**src/hw/pgf_pkg.sv**
```systemverilog
// Purpose: constants for the pixel grabber and fuse command register slice
// Assumes: AXI4-Lite, 32-bit data, one register per word at index*4
// Notes: register offsets are word indices, byte address is four times the index
package pgf_pkg;
    localparam logic [7:0] IDX_MIN_PIXEL = 8'h0C;
    localparam logic [7:0] IDX_CAPTURE = 8'h0D;
    localparam logic [7:0] IDX_REVISION = 8'h01;
    localparam logic [7:0] IDX_INV_REV = 8'h40;
    localparam logic [7:0] IDX_FUSE_EN = 8'h51;
    localparam logic [7:0] IDX_FUSE_LOC = 8'h52;
    localparam logic [7:0] IDX_FUSE_DATA = 8'h53;
    localparam logic [7:0] IDX_FUSE_CTRL = 8'h54;
    localparam logic [7:0] RESET_BYTE = 8'h00;
    localparam int VALID_BIT = 7;
    localparam int FUSE_EN_BIT = 0;
    localparam int CMD_WR_BIT = 0;
    localparam int CMD_RD_BIT = 1;
    localparam int CMD_LOCK_BIT = 3;
    localparam logic [7:0] CMD_MASK = 8'h0B;
    localparam logic [8:0] PIXEL_COUNT = 9'h169;
    localparam logic [1:0] RESP_OKAY = 2'h0;
    localparam logic [1:0] RESP_SLVERR = 2'h2;
    typedef enum logic [1:0] {FUSE_IDLE, FUSE_BUSY} pgf_fuse_e;
endpackage

```
**src/hw/pgf_regs.sv**
```systemverilog
// Purpose: pixel grabber, inverted revision and fuse command front end behind AXI4-Lite
// Assumes: frame_start pulses once per frame; pixels stream with pixel_valid in index order
// Notes: fuse macro reached by a request/done handshake
//
// Added by the designer: register access over AXI4-Lite.
`timescale 1ns/10ps
module pgf_regs #(
    parameter logic [7:0] REVISION_ID = 8'h5A // arbitrary value
)
(
    input wire logic aclk,
    input wire logic aresetn,
    input wire logic [31:0] s_axi_awaddr,
    input wire logic s_axi_awvalid,
    output logic s_axi_awready,
    input wire logic [31:0] s_axi_wdata,
    input wire logic [3:0] s_axi_wstrb,
    input wire logic s_axi_wvalid,
    output logic s_axi_wready,
    output logic [1:0] s_axi_bresp,
    output logic s_axi_bvalid,
    input wire logic s_axi_bready,
    input wire logic [31:0] s_axi_araddr,
    input wire logic s_axi_arvalid,
    output logic s_axi_arready,
    output logic [31:0] s_axi_rdata,
    output logic [1:0] s_axi_rresp,
    output logic s_axi_rvalid,
    input wire logic s_axi_rready,
    input wire logic frame_start,
    input wire logic pixel_valid,
    input wire logic [8:0] pixel_index,
    input wire logic [6:0] pixel_value,
    input wire logic [6:0] frame_min_pixel,
    input wire logic frame_min_valid,
    output logic fuse_req,
    output logic [1:0] fuse_op,
    output logic [7:0] fuse_addr,
    output logic [7:0] fuse_wdata,
    input wire logic fuse_done,
    input wire logic [7:0] fuse_rdata
);
    typedef struct packed {
        logic aw_held;
        logic [7:0] aw_idx;
        logic w_held;
        logic [7:0] w_byte;
        logic w_lane0;
        logic bvalid;
        logic [1:0] bresp;
        logic rvalid;
        logic [31:0] rdata;
        logic [1:0] rresp;
        logic [6:0] min_pixel;
        logic armed;
        logic holding;
        logic [6:0] grabbed;
        logic [8:0] grab_idx;
        logic frame_seen;
        logic fuse_en;
        logic [7:0] fuse_loc;
        logic [7:0] fuse_data;
        logic [7:0] fuse_cmd;
        pgf_pkg::pgf_fuse_e state;
        logic fuse_req;
        logic aw_rdy;
        logic w_rdy;
        logic ar_rdy;
    } pgf_state_s;
    pgf_state_s st_r;
    pgf_state_s st_nxt;
    logic wr_fire;
    logic rd_fire;
    logic [7:0] rd_idx;
    logic [7:0] cmd_in;
    logic capture_now;

    // bus handshakes; write fires once both halves are held and no response waits
    assign wr_fire = st_r.aw_held && st_r.w_held && !st_r.bvalid;
    assign rd_fire = s_axi_arvalid && !st_r.rvalid;
    assign rd_idx = s_axi_araddr[9:2];
    assign cmd_in = st_r.w_byte & pgf_pkg::CMD_MASK;
    // a frame's first match against the wanted index is taken, later frames ignored while that pixel is held
    assign capture_now = st_r.armed && !st_r.holding && st_r.frame_seen && pixel_valid
        && pixel_index == st_r.grab_idx;

    // next state
    always_comb
    begin
        st_nxt = st_r;
        if (s_axi_awvalid && !st_r.aw_held)
        begin
            st_nxt.aw_held = 1'b1;
            st_nxt.aw_idx = s_axi_awaddr[9:2];
        end
        if (s_axi_wvalid && !st_r.w_held)
        begin
            st_nxt.w_held = 1'b1;
            st_nxt.w_byte = s_axi_wdata[7:0];
            st_nxt.w_lane0 = s_axi_wstrb[0];
        end
        if (st_r.bvalid && s_axi_bready)
        begin
            st_nxt.bvalid = 1'b0;
        end
        if (st_r.rvalid && s_axi_rready)
        begin
            st_nxt.rvalid = 1'b0;
        end
        // statistic from the image pipeline
        if (frame_min_valid)
        begin
            st_nxt.min_pixel = frame_min_pixel;
        end
        // one pixel per frame: frame_seen gates capture to the frame after arming
        if (frame_start)
        begin
            st_nxt.frame_seen = st_r.armed && !st_r.holding;
        end
        if (capture_now)
        begin
            st_nxt.holding = 1'b1;
            st_nxt.grabbed = pixel_value;
            st_nxt.frame_seen = 1'b0;
        end
        // fuse engine: bits drop only on done, so done on a read command also updates the data byte
        if (st_r.state == pgf_pkg::FUSE_BUSY && fuse_done)
        begin
            st_nxt.state = pgf_pkg::FUSE_IDLE;
            st_nxt.fuse_req = 1'b0;
            st_nxt.fuse_cmd = pgf_pkg::RESET_BYTE;
            if (st_r.fuse_cmd[pgf_pkg::CMD_RD_BIT])
            begin
                st_nxt.fuse_data = fuse_rdata;
            end
        end
        // register reads, grabber read has side effects
        if (rd_fire)
        begin
            st_nxt.rvalid = 1'b1;
            st_nxt.rresp = pgf_pkg::RESP_OKAY;
            st_nxt.rdata = 32'h0000_0000;
            unique case (rd_idx)
                pgf_pkg::IDX_MIN_PIXEL: st_nxt.rdata[7:0] = {1'b0, st_r.min_pixel};
                pgf_pkg::IDX_CAPTURE:
                begin
                    if (st_r.holding)
                    begin
                        st_nxt.rdata[7:0] = {1'b1, st_r.grabbed};
                        st_nxt.holding = 1'b0;
                        st_nxt.grab_idx = st_r.grab_idx + 9'h001;
                        // last pixel delivered: stay idle until rewritten
                        st_nxt.armed = (st_r.grab_idx + 9'h001) < pgf_pkg::PIXEL_COUNT;
                    end
                end
                pgf_pkg::IDX_REVISION: st_nxt.rdata[7:0] = REVISION_ID;
                pgf_pkg::IDX_INV_REV: st_nxt.rdata[7:0] = ~REVISION_ID;
                pgf_pkg::IDX_FUSE_EN: st_nxt.rdata[pgf_pkg::FUSE_EN_BIT] = st_r.fuse_en;
                pgf_pkg::IDX_FUSE_LOC: st_nxt.rdata[7:0] = st_r.fuse_loc;
                pgf_pkg::IDX_FUSE_DATA: st_nxt.rdata[7:0] = st_r.fuse_data;
                pgf_pkg::IDX_FUSE_CTRL: st_nxt.rdata[7:0] = st_r.fuse_cmd;
                default: st_nxt.rresp = pgf_pkg::RESP_SLVERR;
            endcase
        end
        // register writes; a byte lane 0 strobe is needed to change anything but the grabber
        if (wr_fire)
        begin
            st_nxt.aw_held = 1'b0;
            st_nxt.w_held = 1'b0;
            st_nxt.bvalid = 1'b1;
            st_nxt.bresp = pgf_pkg::RESP_OKAY;
            unique case (st_r.aw_idx)
                pgf_pkg::IDX_CAPTURE:
                begin
                    // any value re-arms, regardless of strobes
                    st_nxt.grab_idx = 9'h000;
                    st_nxt.armed = 1'b1;
                    st_nxt.holding = 1'b0;
                    st_nxt.frame_seen = 1'b0;
                end
                pgf_pkg::IDX_FUSE_EN:
                    if (st_r.w_lane0) st_nxt.fuse_en = st_r.w_byte[pgf_pkg::FUSE_EN_BIT];
                pgf_pkg::IDX_FUSE_LOC:
                    if (st_r.w_lane0) st_nxt.fuse_loc = st_r.w_byte;
                pgf_pkg::IDX_FUSE_DATA:
                    // holder locked while a command runs so the program byte stays put
                    if (st_r.w_lane0 && st_r.state == pgf_pkg::FUSE_IDLE) st_nxt.fuse_data = st_r.w_byte;
                pgf_pkg::IDX_FUSE_CTRL:
                begin
                    // disabled or busy: command dropped, bits stay clear/unchanged
                    if (st_r.w_lane0 && st_r.fuse_en && st_r.state == pgf_pkg::FUSE_IDLE && cmd_in != 8'h00)
                    begin
                        st_nxt.fuse_cmd = cmd_in;
                        st_nxt.state = pgf_pkg::FUSE_BUSY;
                        st_nxt.fuse_req = 1'b1;
                    end
                end
                pgf_pkg::IDX_MIN_PIXEL, pgf_pkg::IDX_REVISION, pgf_pkg::IDX_INV_REV: ;
                default: st_nxt.bresp = pgf_pkg::RESP_SLVERR;
            endcase
        end
        // ready flags registered so each bus output leaves a flip-flop
        st_nxt.aw_rdy = !st_nxt.aw_held;
        st_nxt.w_rdy = !st_nxt.w_held;
        st_nxt.ar_rdy = !st_nxt.rvalid;
        if (!aresetn)
        begin
            st_nxt = '0;
            st_nxt.state = pgf_pkg::FUSE_IDLE;
            st_nxt.aw_rdy = 1'b1;
            st_nxt.w_rdy = 1'b1;
            st_nxt.ar_rdy = 1'b1;
        end
    end

    // single state register
    always_ff @(posedge aclk)
    begin
        st_r <= st_nxt;
    end

    assign s_axi_awready = st_r.aw_rdy;
    assign s_axi_wready = st_r.w_rdy;
    assign s_axi_bvalid = st_r.bvalid;
    assign s_axi_bresp = st_r.bresp;
    assign s_axi_arready = st_r.ar_rdy;
    assign s_axi_rvalid = st_r.rvalid;
    assign s_axi_rdata = st_r.rdata;
    assign s_axi_rresp = st_r.rresp;
    assign fuse_req = st_r.fuse_req;
    assign fuse_op = {st_r.fuse_cmd[pgf_pkg::CMD_LOCK_BIT], st_r.fuse_cmd[pgf_pkg::CMD_RD_BIT]};
    assign fuse_addr = st_r.fuse_loc;
    assign fuse_wdata = st_r.fuse_data;

    // every read word carries the register in bits 7:0 only
    a_rdata_upper_zero: assert property (@(posedge aclk) disable iff (!aresetn)
        s_axi_rvalid |-> s_axi_rdata[31:8] == 24'h000000)
        else $error("read data upper bits set");
    // sync reset clears the bus answers, the statistic and the fuse front end
    a_reset_values: assert property (@(posedge aclk)
        !aresetn |=> !s_axi_rvalid && !s_axi_bvalid && st_r.min_pixel == 7'h00
        && !st_r.fuse_en && st_r.fuse_loc == 8'h00 && st_r.fuse_data == 8'h00)
        else $error("reset values wrong");
    // statistic read: top bit is hard zero
    a_min_top_zero: assert property (@(posedge aclk) disable iff (!aresetn)
        rd_fire && rd_idx == pgf_pkg::IDX_MIN_PIXEL |=> s_axi_rdata[7] == 1'b0)
        else $error("min bit 7 set");

    // grabber read with a pixel in hand: valid flag and one step on the index
    a_grab_valid_read: assert property (@(posedge aclk) disable iff (!aresetn)
        rd_fire && rd_idx == pgf_pkg::IDX_CAPTURE && st_r.holding |=> s_axi_rdata[7]
        && st_r.grab_idx == $past(st_r.grab_idx) + 9'h001)
        else $error("grab read wrong");
    // any grabber write restarts the image at index zero
    a_grab_write_arm: assert property (@(posedge aclk) disable iff (!aresetn)
        wr_fire && st_r.aw_idx == pgf_pkg::IDX_CAPTURE |=> st_r.armed && st_r.grab_idx == 9'h000)
        else $error("grab not rearmed");
    // capture takes the pixel on the bus in that cycle
    a_capture_once: assert property (@(posedge aclk) disable iff (!aresetn)
        capture_now |=> st_r.holding && st_r.grabbed == $past(pixel_value))
        else $error("capture lost");
    // a held pixel is not overwritten by later frames until software takes it
    a_hold_stable: assert property (@(posedge aclk) disable iff (!aresetn)
        st_r.holding && !(rd_fire && rd_idx == pgf_pkg::IDX_CAPTURE)
        && !(wr_fire && st_r.aw_idx == pgf_pkg::IDX_CAPTURE)
        |=> st_r.holding && st_r.grabbed == $past(st_r.grabbed))
        else $error("held pixel overwritten");
    // while armed the wanted index stays inside the 19 by 19 array
    a_index_range: assert property (@(posedge aclk) disable iff (!aresetn)
        st_r.armed |-> st_r.grab_idx < pgf_pkg::PIXEL_COUNT)
        else $error("grab index out of array");
    // inverted revision is the exact complement
    a_inv_revision: assert property (@(posedge aclk) disable iff (!aresetn)
        rd_fire && rd_idx == pgf_pkg::IDX_INV_REV |=> s_axi_rdata[7:0] == ~REVISION_ID)
        else $error("revision not inverted");

    // no command starts unless the gate bit was set
    a_fuse_gate: assert property (@(posedge aclk) disable iff (!aresetn)
        $rose(st_r.fuse_req) |-> $past(st_r.fuse_en))
        else $error("command while disabled");
    // gate clear and idle: the fuse request stays low
    a_disabled_idle: assert property (@(posedge aclk) disable iff (!aresetn)
        !st_r.fuse_en && st_r.state == pgf_pkg::FUSE_IDLE |=> !fuse_req)
        else $error("request while disabled");
    // location write reaches the fuse address lines on the next cycle
    a_loc_to_addr: assert property (@(posedge aclk) disable iff (!aresetn)
        wr_fire && st_r.aw_idx == pgf_pkg::IDX_FUSE_LOC && st_r.w_lane0 |=> fuse_addr == $past(st_r.w_byte))
        else $error("fuse address not loaded");
    // program byte cannot move while a command runs
    a_data_locked: assert property (@(posedge aclk) disable iff (!aresetn)
        st_r.state == pgf_pkg::FUSE_BUSY && !fuse_done |=> st_r.fuse_data == $past(st_r.fuse_data))
        else $error("data changed while busy");
    // command bits and request stand until done
    a_cmd_held: assert property (@(posedge aclk) disable iff (!aresetn)
        st_r.state == pgf_pkg::FUSE_BUSY && !fuse_done |=> st_r.fuse_cmd == $past(st_r.fuse_cmd) && fuse_req)
        else $error("command dropped early");
    // done clears every command bit and the request
    a_cmd_selfclear: assert property (@(posedge aclk) disable iff (!aresetn)
        st_r.state == pgf_pkg::FUSE_BUSY && fuse_done |=> st_r.fuse_cmd == 8'h00 && !fuse_req)
        else $error("command bits stuck");
    // read byte is in the holder by the cycle the read bit drops
    a_read_data_ready: assert property (@(posedge aclk) disable iff (!aresetn)
        st_r.state == pgf_pkg::FUSE_BUSY && fuse_done && st_r.fuse_cmd[pgf_pkg::CMD_RD_BIT]
        |=> st_r.fuse_data == $past(fuse_rdata))
        else $error("read data late");
    // past the last pixel the grabber neither arms nor captures
    a_stop_at_end: assert property (@(posedge aclk) disable iff (!aresetn)
        st_r.grab_idx == pgf_pkg::PIXEL_COUNT |-> !st_r.armed && !capture_now)
        else $error("grabber ran past end");
endmodule

```
**config.mk**
```make
export PLATFORM = sky130hd
export DESIGN_NAME = pgf_regs
export DESIGN_NICKNAME = d
export VERILOG_FILES = /design/src/hw/pgf_pkg.sv /design/src/hw/pgf_regs.sv
export SDC_FILE = /design/constraint.sdc
export NUM_CORES = 1
export LEC_CHECK = 0
export ABC_AREA = 1
export BUFFER_PORTS_ARGS = -buffer_cell sky130_fd_sc_hd__buf_4
export CAP_MARGIN = 25
export CORE_MARGIN = 2
export CORE_UTILIZATION = 52
export CTS_CLUSTER_SIZE = 12
export DETAILED_ROUTE_END_ITERATION = 16
export GPL_TIMING_DRIVEN = 0
export PLACE_DENSITY_LB_ADDON = 0.1
export SYNTH_ARGS = -nofsm -noshare
export SYNTH_HDL_FRONTEND = slang
export SYNTH_SLANG_ARGS = --single-unit
```
**constraint.sdc**
```tcl
create_clock -name aclk -period 3.7 [get_ports aclk]
set_input_delay 0.185 -clock aclk [delete_from_list [all_inputs] [get_ports aclk]]
set_output_delay 0.185 -clock aclk [all_outputs]
set_load 0.1 [all_outputs]
```
== After elaboration in Yosys (flattened, before gate mapping) ==
Index checks and enable logic that the tools add are counted.
W data, S select, Z words.

* Add/subtract/negate cells: 1
* Multiply operators: 0
* Div/mod/pow operators: 0
* $lt $le $gt $ge: 1
* Equal/unequal tests: 18
* Shift-type cells: 0
* Multiplexer cells: 36
* Bitwise gates (word level): 0
* Reduce and logical (&&, ||, !) cells: 31

{| class="wikitable"
|+ Operators by type and width
! cell !! number
|-
| $eq A8 B7 Y1 const B || 10
|-
| $mux W8 || 7
|-
| $pmux W7 S7 || 1
|-
| $mux W38 || 1
|-
| $mux W9 || 4
|-
| $mux W35 || 1
|-
| $eq A8 B4 Y1 const B || 4
|-
| $mux W11 || 2
|-
| $mux W10 || 2
|-
| $mux W19 || 1
|-
| $eq A8 B1 Y1 const B || 2
|-
| $logic_and A1 B1 Y1 || 16
|-
| $reduce_or A8 Y1 || 2
|-
| $mux W2 || 7
|-
| $add A9 B1 Y9 const B || 1
|-
| $eq A9 B9 Y1 || 1
|-
| $lt A9 B9 Y1 const B || 1
|-
| $logic_not A1 Y1 || 8
|-
| $mux W1 || 8
|-
| $reduce_bool A8 Y1 || 1
|-
| $pmux W1 S7 || 1
|-
| $reduce_and A3 Y1 || 2
|-
| $mux W3 || 1
|-
| $eq A2 B1 Y1 const B || 1
|-
| other kinds (2) || 2
|}

* Bits in registers: 90
* Latch bits: 0
* RAM bits: 0
* ROM bits: 0
* Bits of input ports: 142
* Memories kept: 0

== Longest topological paths before layout ==
* Word-level depth: 11
* Depth in mapped cells: 13
* Gate-level depth less buffers: 13

== Least setup slack after synthesis ==
Ideal clock, no wire load.

* Path kind: register to register
* Start point: register st_r (netlist bit s_axi_rvalid)
* End point: register st_r (netlist bit s_axi_rvalid)
* Library setup time: 0.110 ns
* Data arrival time: 1.720 ns
* Data required time: 3.590 ns
* Setup slack: 1.870 ns
* Stages on the path, launching flop included: 7
* Path buffers: 1
* Path through: dfxtp_1 -> inv_1 -> nand2_1 -> clkbuf_1 -> o21ai_0 -> nand2_1 -> inv_1

* Word-level cells in the longest chain between the ends: 3

{| class="wikitable"
|+ Ends and longest elaborated chain
! item !! line !! RTL
|-
| from (decl) || pgf_regs.sv:70 || <nowiki>pgf_state_s st_r;</nowiki>
|-
| from (signal assigned) || pgf_regs.sv:219 || <nowiki>st_r <= st_nxt;</nowiki>
|-
| $logic_and A1 B1 Y1 or $logic_not A1 Y1 (tied branches) || pgf_regs.sv:106, pgf_regs.sv:80 ||
|-
| $mux W1 or $logic_and A1 B1 Y1 (tied branches) || pgf_regs.sv:106, pgf_regs.sv:80 ||
|-
| $mux W35 * || pgf_regs.sv:138 || <nowiki>if (rd_fire)</nowiki>
|}

Every way passes the cells marked *; elsewhere a longest branch is shown, timed or not.
A chain may end at the register's enable or synchronous reset.

== Final worst setup path ==
* Start point: register st_r[32] (netlist name)
* End point: register st_r[44] (netlist name)

* Word-level cells in the longest chain between the ends: 2

{| class="wikitable"
|+ Ends and longest elaborated chain
! item !! line !! RTL
|-
| $eq A9 B9 Y1 || pgf_regs.sv:85 || <nowiki>&& pixel_index == st_r.grab_idx;</nowiki>
|-
| $logic_and A1 B1 Y1 || pgf_regs.sv:85 ||
|}

Every way passes these cells.

==> summary.md <==
| Metric | Value |
|---|---|
| Core area | `8760 um^2` |
| VDD IR max | `0.184 mV` |
| Pwr/cell area | `351 nW/um^2` |
| FF-to-FF setup slack | `2.03 ns` |
| Register area | `1760 um^2` |
| Fin crit period | `1.67 ns` |
| Crit-path cells | `inv_1 > or2_2 > nand4_1 > nor2_1 > nand2_1 > inv_2 > nor2_1 > nor2_1` |
| DRT Pass-1 Iters | `5` |
| Post-CTS setup buffers | `0` |
| Ports | `202` |
| Most frequent CP cell | `nor2_1` |
| Initial Utilization | `53.9%` |
| Grt ovf | `0` |
| # fillers | `804` |
| Synth cell count leaders | `117 x nand2_1, 94 x nor2_1, 88 x dfxtp_1` |
| Vias in the first global route | `4315` |
| Height of the die | `99.3 um` |
| Primary FF master, synth | `dfxtp_1` |
| Starting DRT DRC Count | `195` |
| Avg Cell Area, Syn | `6.96 um^2` |
| Fmax | `599 MHz` |
| Worst-Margin Slew | `0.718 ns` |
| Routed wire length per instance | `13.0 um` |
| Met3 usage in global routing | `5.13%` |
| Synth top area share | `37.3%` |
| Inserted Clock Buffers | `9` |
| Synth Cell Area | `4730 um^2` |
| Worst Setup Path Type | `reg2reg` |
| EDFF count, synth | `0` |
| Share of cells above drive strength 1 | `25.9%` |
| Port Buffers | `100` |
| Register area share after synthesis | `37.3%` |
| Hold WC Path Type | `in2reg` |
| Clock sinks | `88` |
| Antenna fix cells | `0` |
| Reg clk slew, reported paths | `0.09 ns` |
| Global-route wire length before repair | `19900 um` |
| GR Util met2 | `42.8%` |
| Die W | `99.3 um` |
| Worst skew pair latency | `0.36 ns` |
| Worst-path maximum fanout | `9` |
| DRC Markers | `0` |
| RR Endpoint | `st_r[44]` |
| Total Wirelength | `12000 um` |
| Fraction of registers with async set/reset | `0%` |
| Final Hold Fails | `0` |
| Largest net degree at the start of global routing | `14` |
| Slowest-stage cell, CP | `dfxtp_1` |
| Setup Skew | `0.0155 ns` |
| Die ar. | `9870 um^2` |
| DR vias/cell | `4.99` |
| Final setup viols | `0` |
| H-tree depth | `3` |
| Startpoint types | `flip-flop` |
| Worst path required time | `3.94 ns` |
| Top cells by area, synth | `dfxtp_1 37%, nand2_1 9.3%, buf_4 8.7%` |
| Syn. warnings | `0` |
| Hold Path Depth | `3` |
| Top delay family on crit path | `simple AND/OR/NAND/NOR gates` |
| Overall power | `2.08 mW` |
| Via count | `4629` |
| Multi-input gate area | `2250 um^2` |
| Hold-fix buffers, CTS | `0` |
| Root Buffer | `clkbuf_8` |
| Most numerous cell in the Yosys netlist | `nand2_1` |
| Area grow syn2layout | `25.1%` |
| CP Capture Type | `flip-flop` |
| FF+latch count, synth | `88` |
| CP Buf/Inv Count | `2` |
| R2R cell count | `8` |
| Post-synthesis cell count | `679` |
| GP Congestion | `0.890` |
| GR Layer Usage met1 | `32.0%` |
| Arr. time, crit path | `1.91 ns` |
| HPWL Detailed | `9410 um` |
| Most Crowded Layer GR | `met2` |
| CTS tree | `yes` |
| Layout Nets | `959` |
| Netlist cell types | `40` |
| P_leak | `2.94 nW` |
| Placed cell count | `912` |
| Status | `finished, final reports clean` |
| Slew margin rel. | `52.1%` |
| Non-Filler Instances | `927` |
| Reg2reg start | `st_r[32]` |
| RSZ-0062 raised after global routing | `no` |
| Post-CTS sizing | `0` |
| Total GRT Usage | `25.0%` |
| Clock buffer depth | `2` |
| Initial antenna violation count | `0` |
| Max cap viols | `0` |
| Hold endpoint | `st_r[98]` |
| Final period utilization | `45.1%` |
| Area leader, netlist | `dfxtp_1` |
| Routed Antenna Nets | `0` |
| CP peak stage delay | `0.46 ns` |
| Num rows | `34` |
| HP Start | `s_axi_wdata[2]` |
| Max-slew violations | `0` |
| Setup TNS | `0 ns` |
[how the worst max path moves through the flow]
stage	depth (start not counted)	slack (ns)	end	start
floorplan	6	1.87	s_axi_rvalid	s_axi_rvalid
global placement	8	2.11	st_r[44]	st_r[32]
detailed placement	8	2.08	st_r[44]	st_r[32]
CTS	8	2.03	st_r[44]	st_r[32]
global route	8	1.90	st_r[46]	st_r[32]
finish	8	2.03	st_r[44]	st_r[32]
[final cells by class]
cell class | instances | area share (%)
multi-input combinational | 465 | 38.0
clock buffer | 13 | 2.86
buffer | 69 | 8.44
timing repair buffer | 100 | 12.7
clock inverter | 2 | 0.635
sequential | 88 | 29.8
tap | 108 | 2.29
inverter | 82 | 5.25
[cell usage in the layout, fill, tap and decap left out, drive strengths merged, types with 23 or more instances in the layout]
cell type  count
dfxtp         88
nand2        123
inv           81
a21oi         40
conb          26
o21ai         60
nand3         57
clkbuf        23
buf          159
nor2         104
[registers in the layout, summed over array words and instances, names as in the netlist]
signal	cells
st_r	51
fuse_addr	8
fuse_wdata	8
s_axi_rdata	8
cmd_in	3
fuse_op	2
fuse_req	1
s_axi_arready	1
s_axi_awready	1
s_axi_bresp	1
s_axi_bvalid	1
s_axi_rresp	1
s_axi_rvalid	1
s_axi_wready	1
[power breakdown]
| group | total (mW) | switching [mW] | internal, mW |
|---|---|---|---|
| logic | 0.382 | 0.273 | 0.109 |
| registers | 0.997 | 0.0209 | 0.976 |
| clock network | 0.699 | 0.335 | 0.365 |
| total | 2.08 | 0.628 | 1.45 |
[kinds of logic after synthesis]
group                      Yosys count  share of synthesized area, %
AOI/OAI and AO/OA                  111                          12.4
xor gates and xnor gates             4                         0.741
adders and majority gates            2                         0.529
buffers and inverters              151                          17.1
DFF                                 88                          37.3
other                                1                        0.0794
and+or+nand+nor                    322                          31.9
[per-layer routing]
layer | routed length [um] | up-vias
met5 | 0 | -
met4 | 166 | 0
met3 | 722 | 17
met2 | 5920 | 163
met1 | 5230 | 2067
li1 | - | 2382
[stage by stage]
step	util (%)	instance area (um^2)	hold WS [ns]	worst slack, ns
after floorplan	-	4820	0.315	1.87
after global placement	65.1	5710	0.408	2.11
after detailed placement	65.1	5710	0.417	2.08
after CTS	67.5	5910	0.0536	2.03
after global routing	67.5	5910	0.0537	1.90
final	67.5	5910	0.0622	2.03
[worst register-to-register path: cells and delay by family (launching register included)]
family        cells  cell delay (ns)
flops             1             0.46
simple gates      6             0.84
buf+inv           2             0.25
No activity file was read; power rests on OpenSTA's default activity.
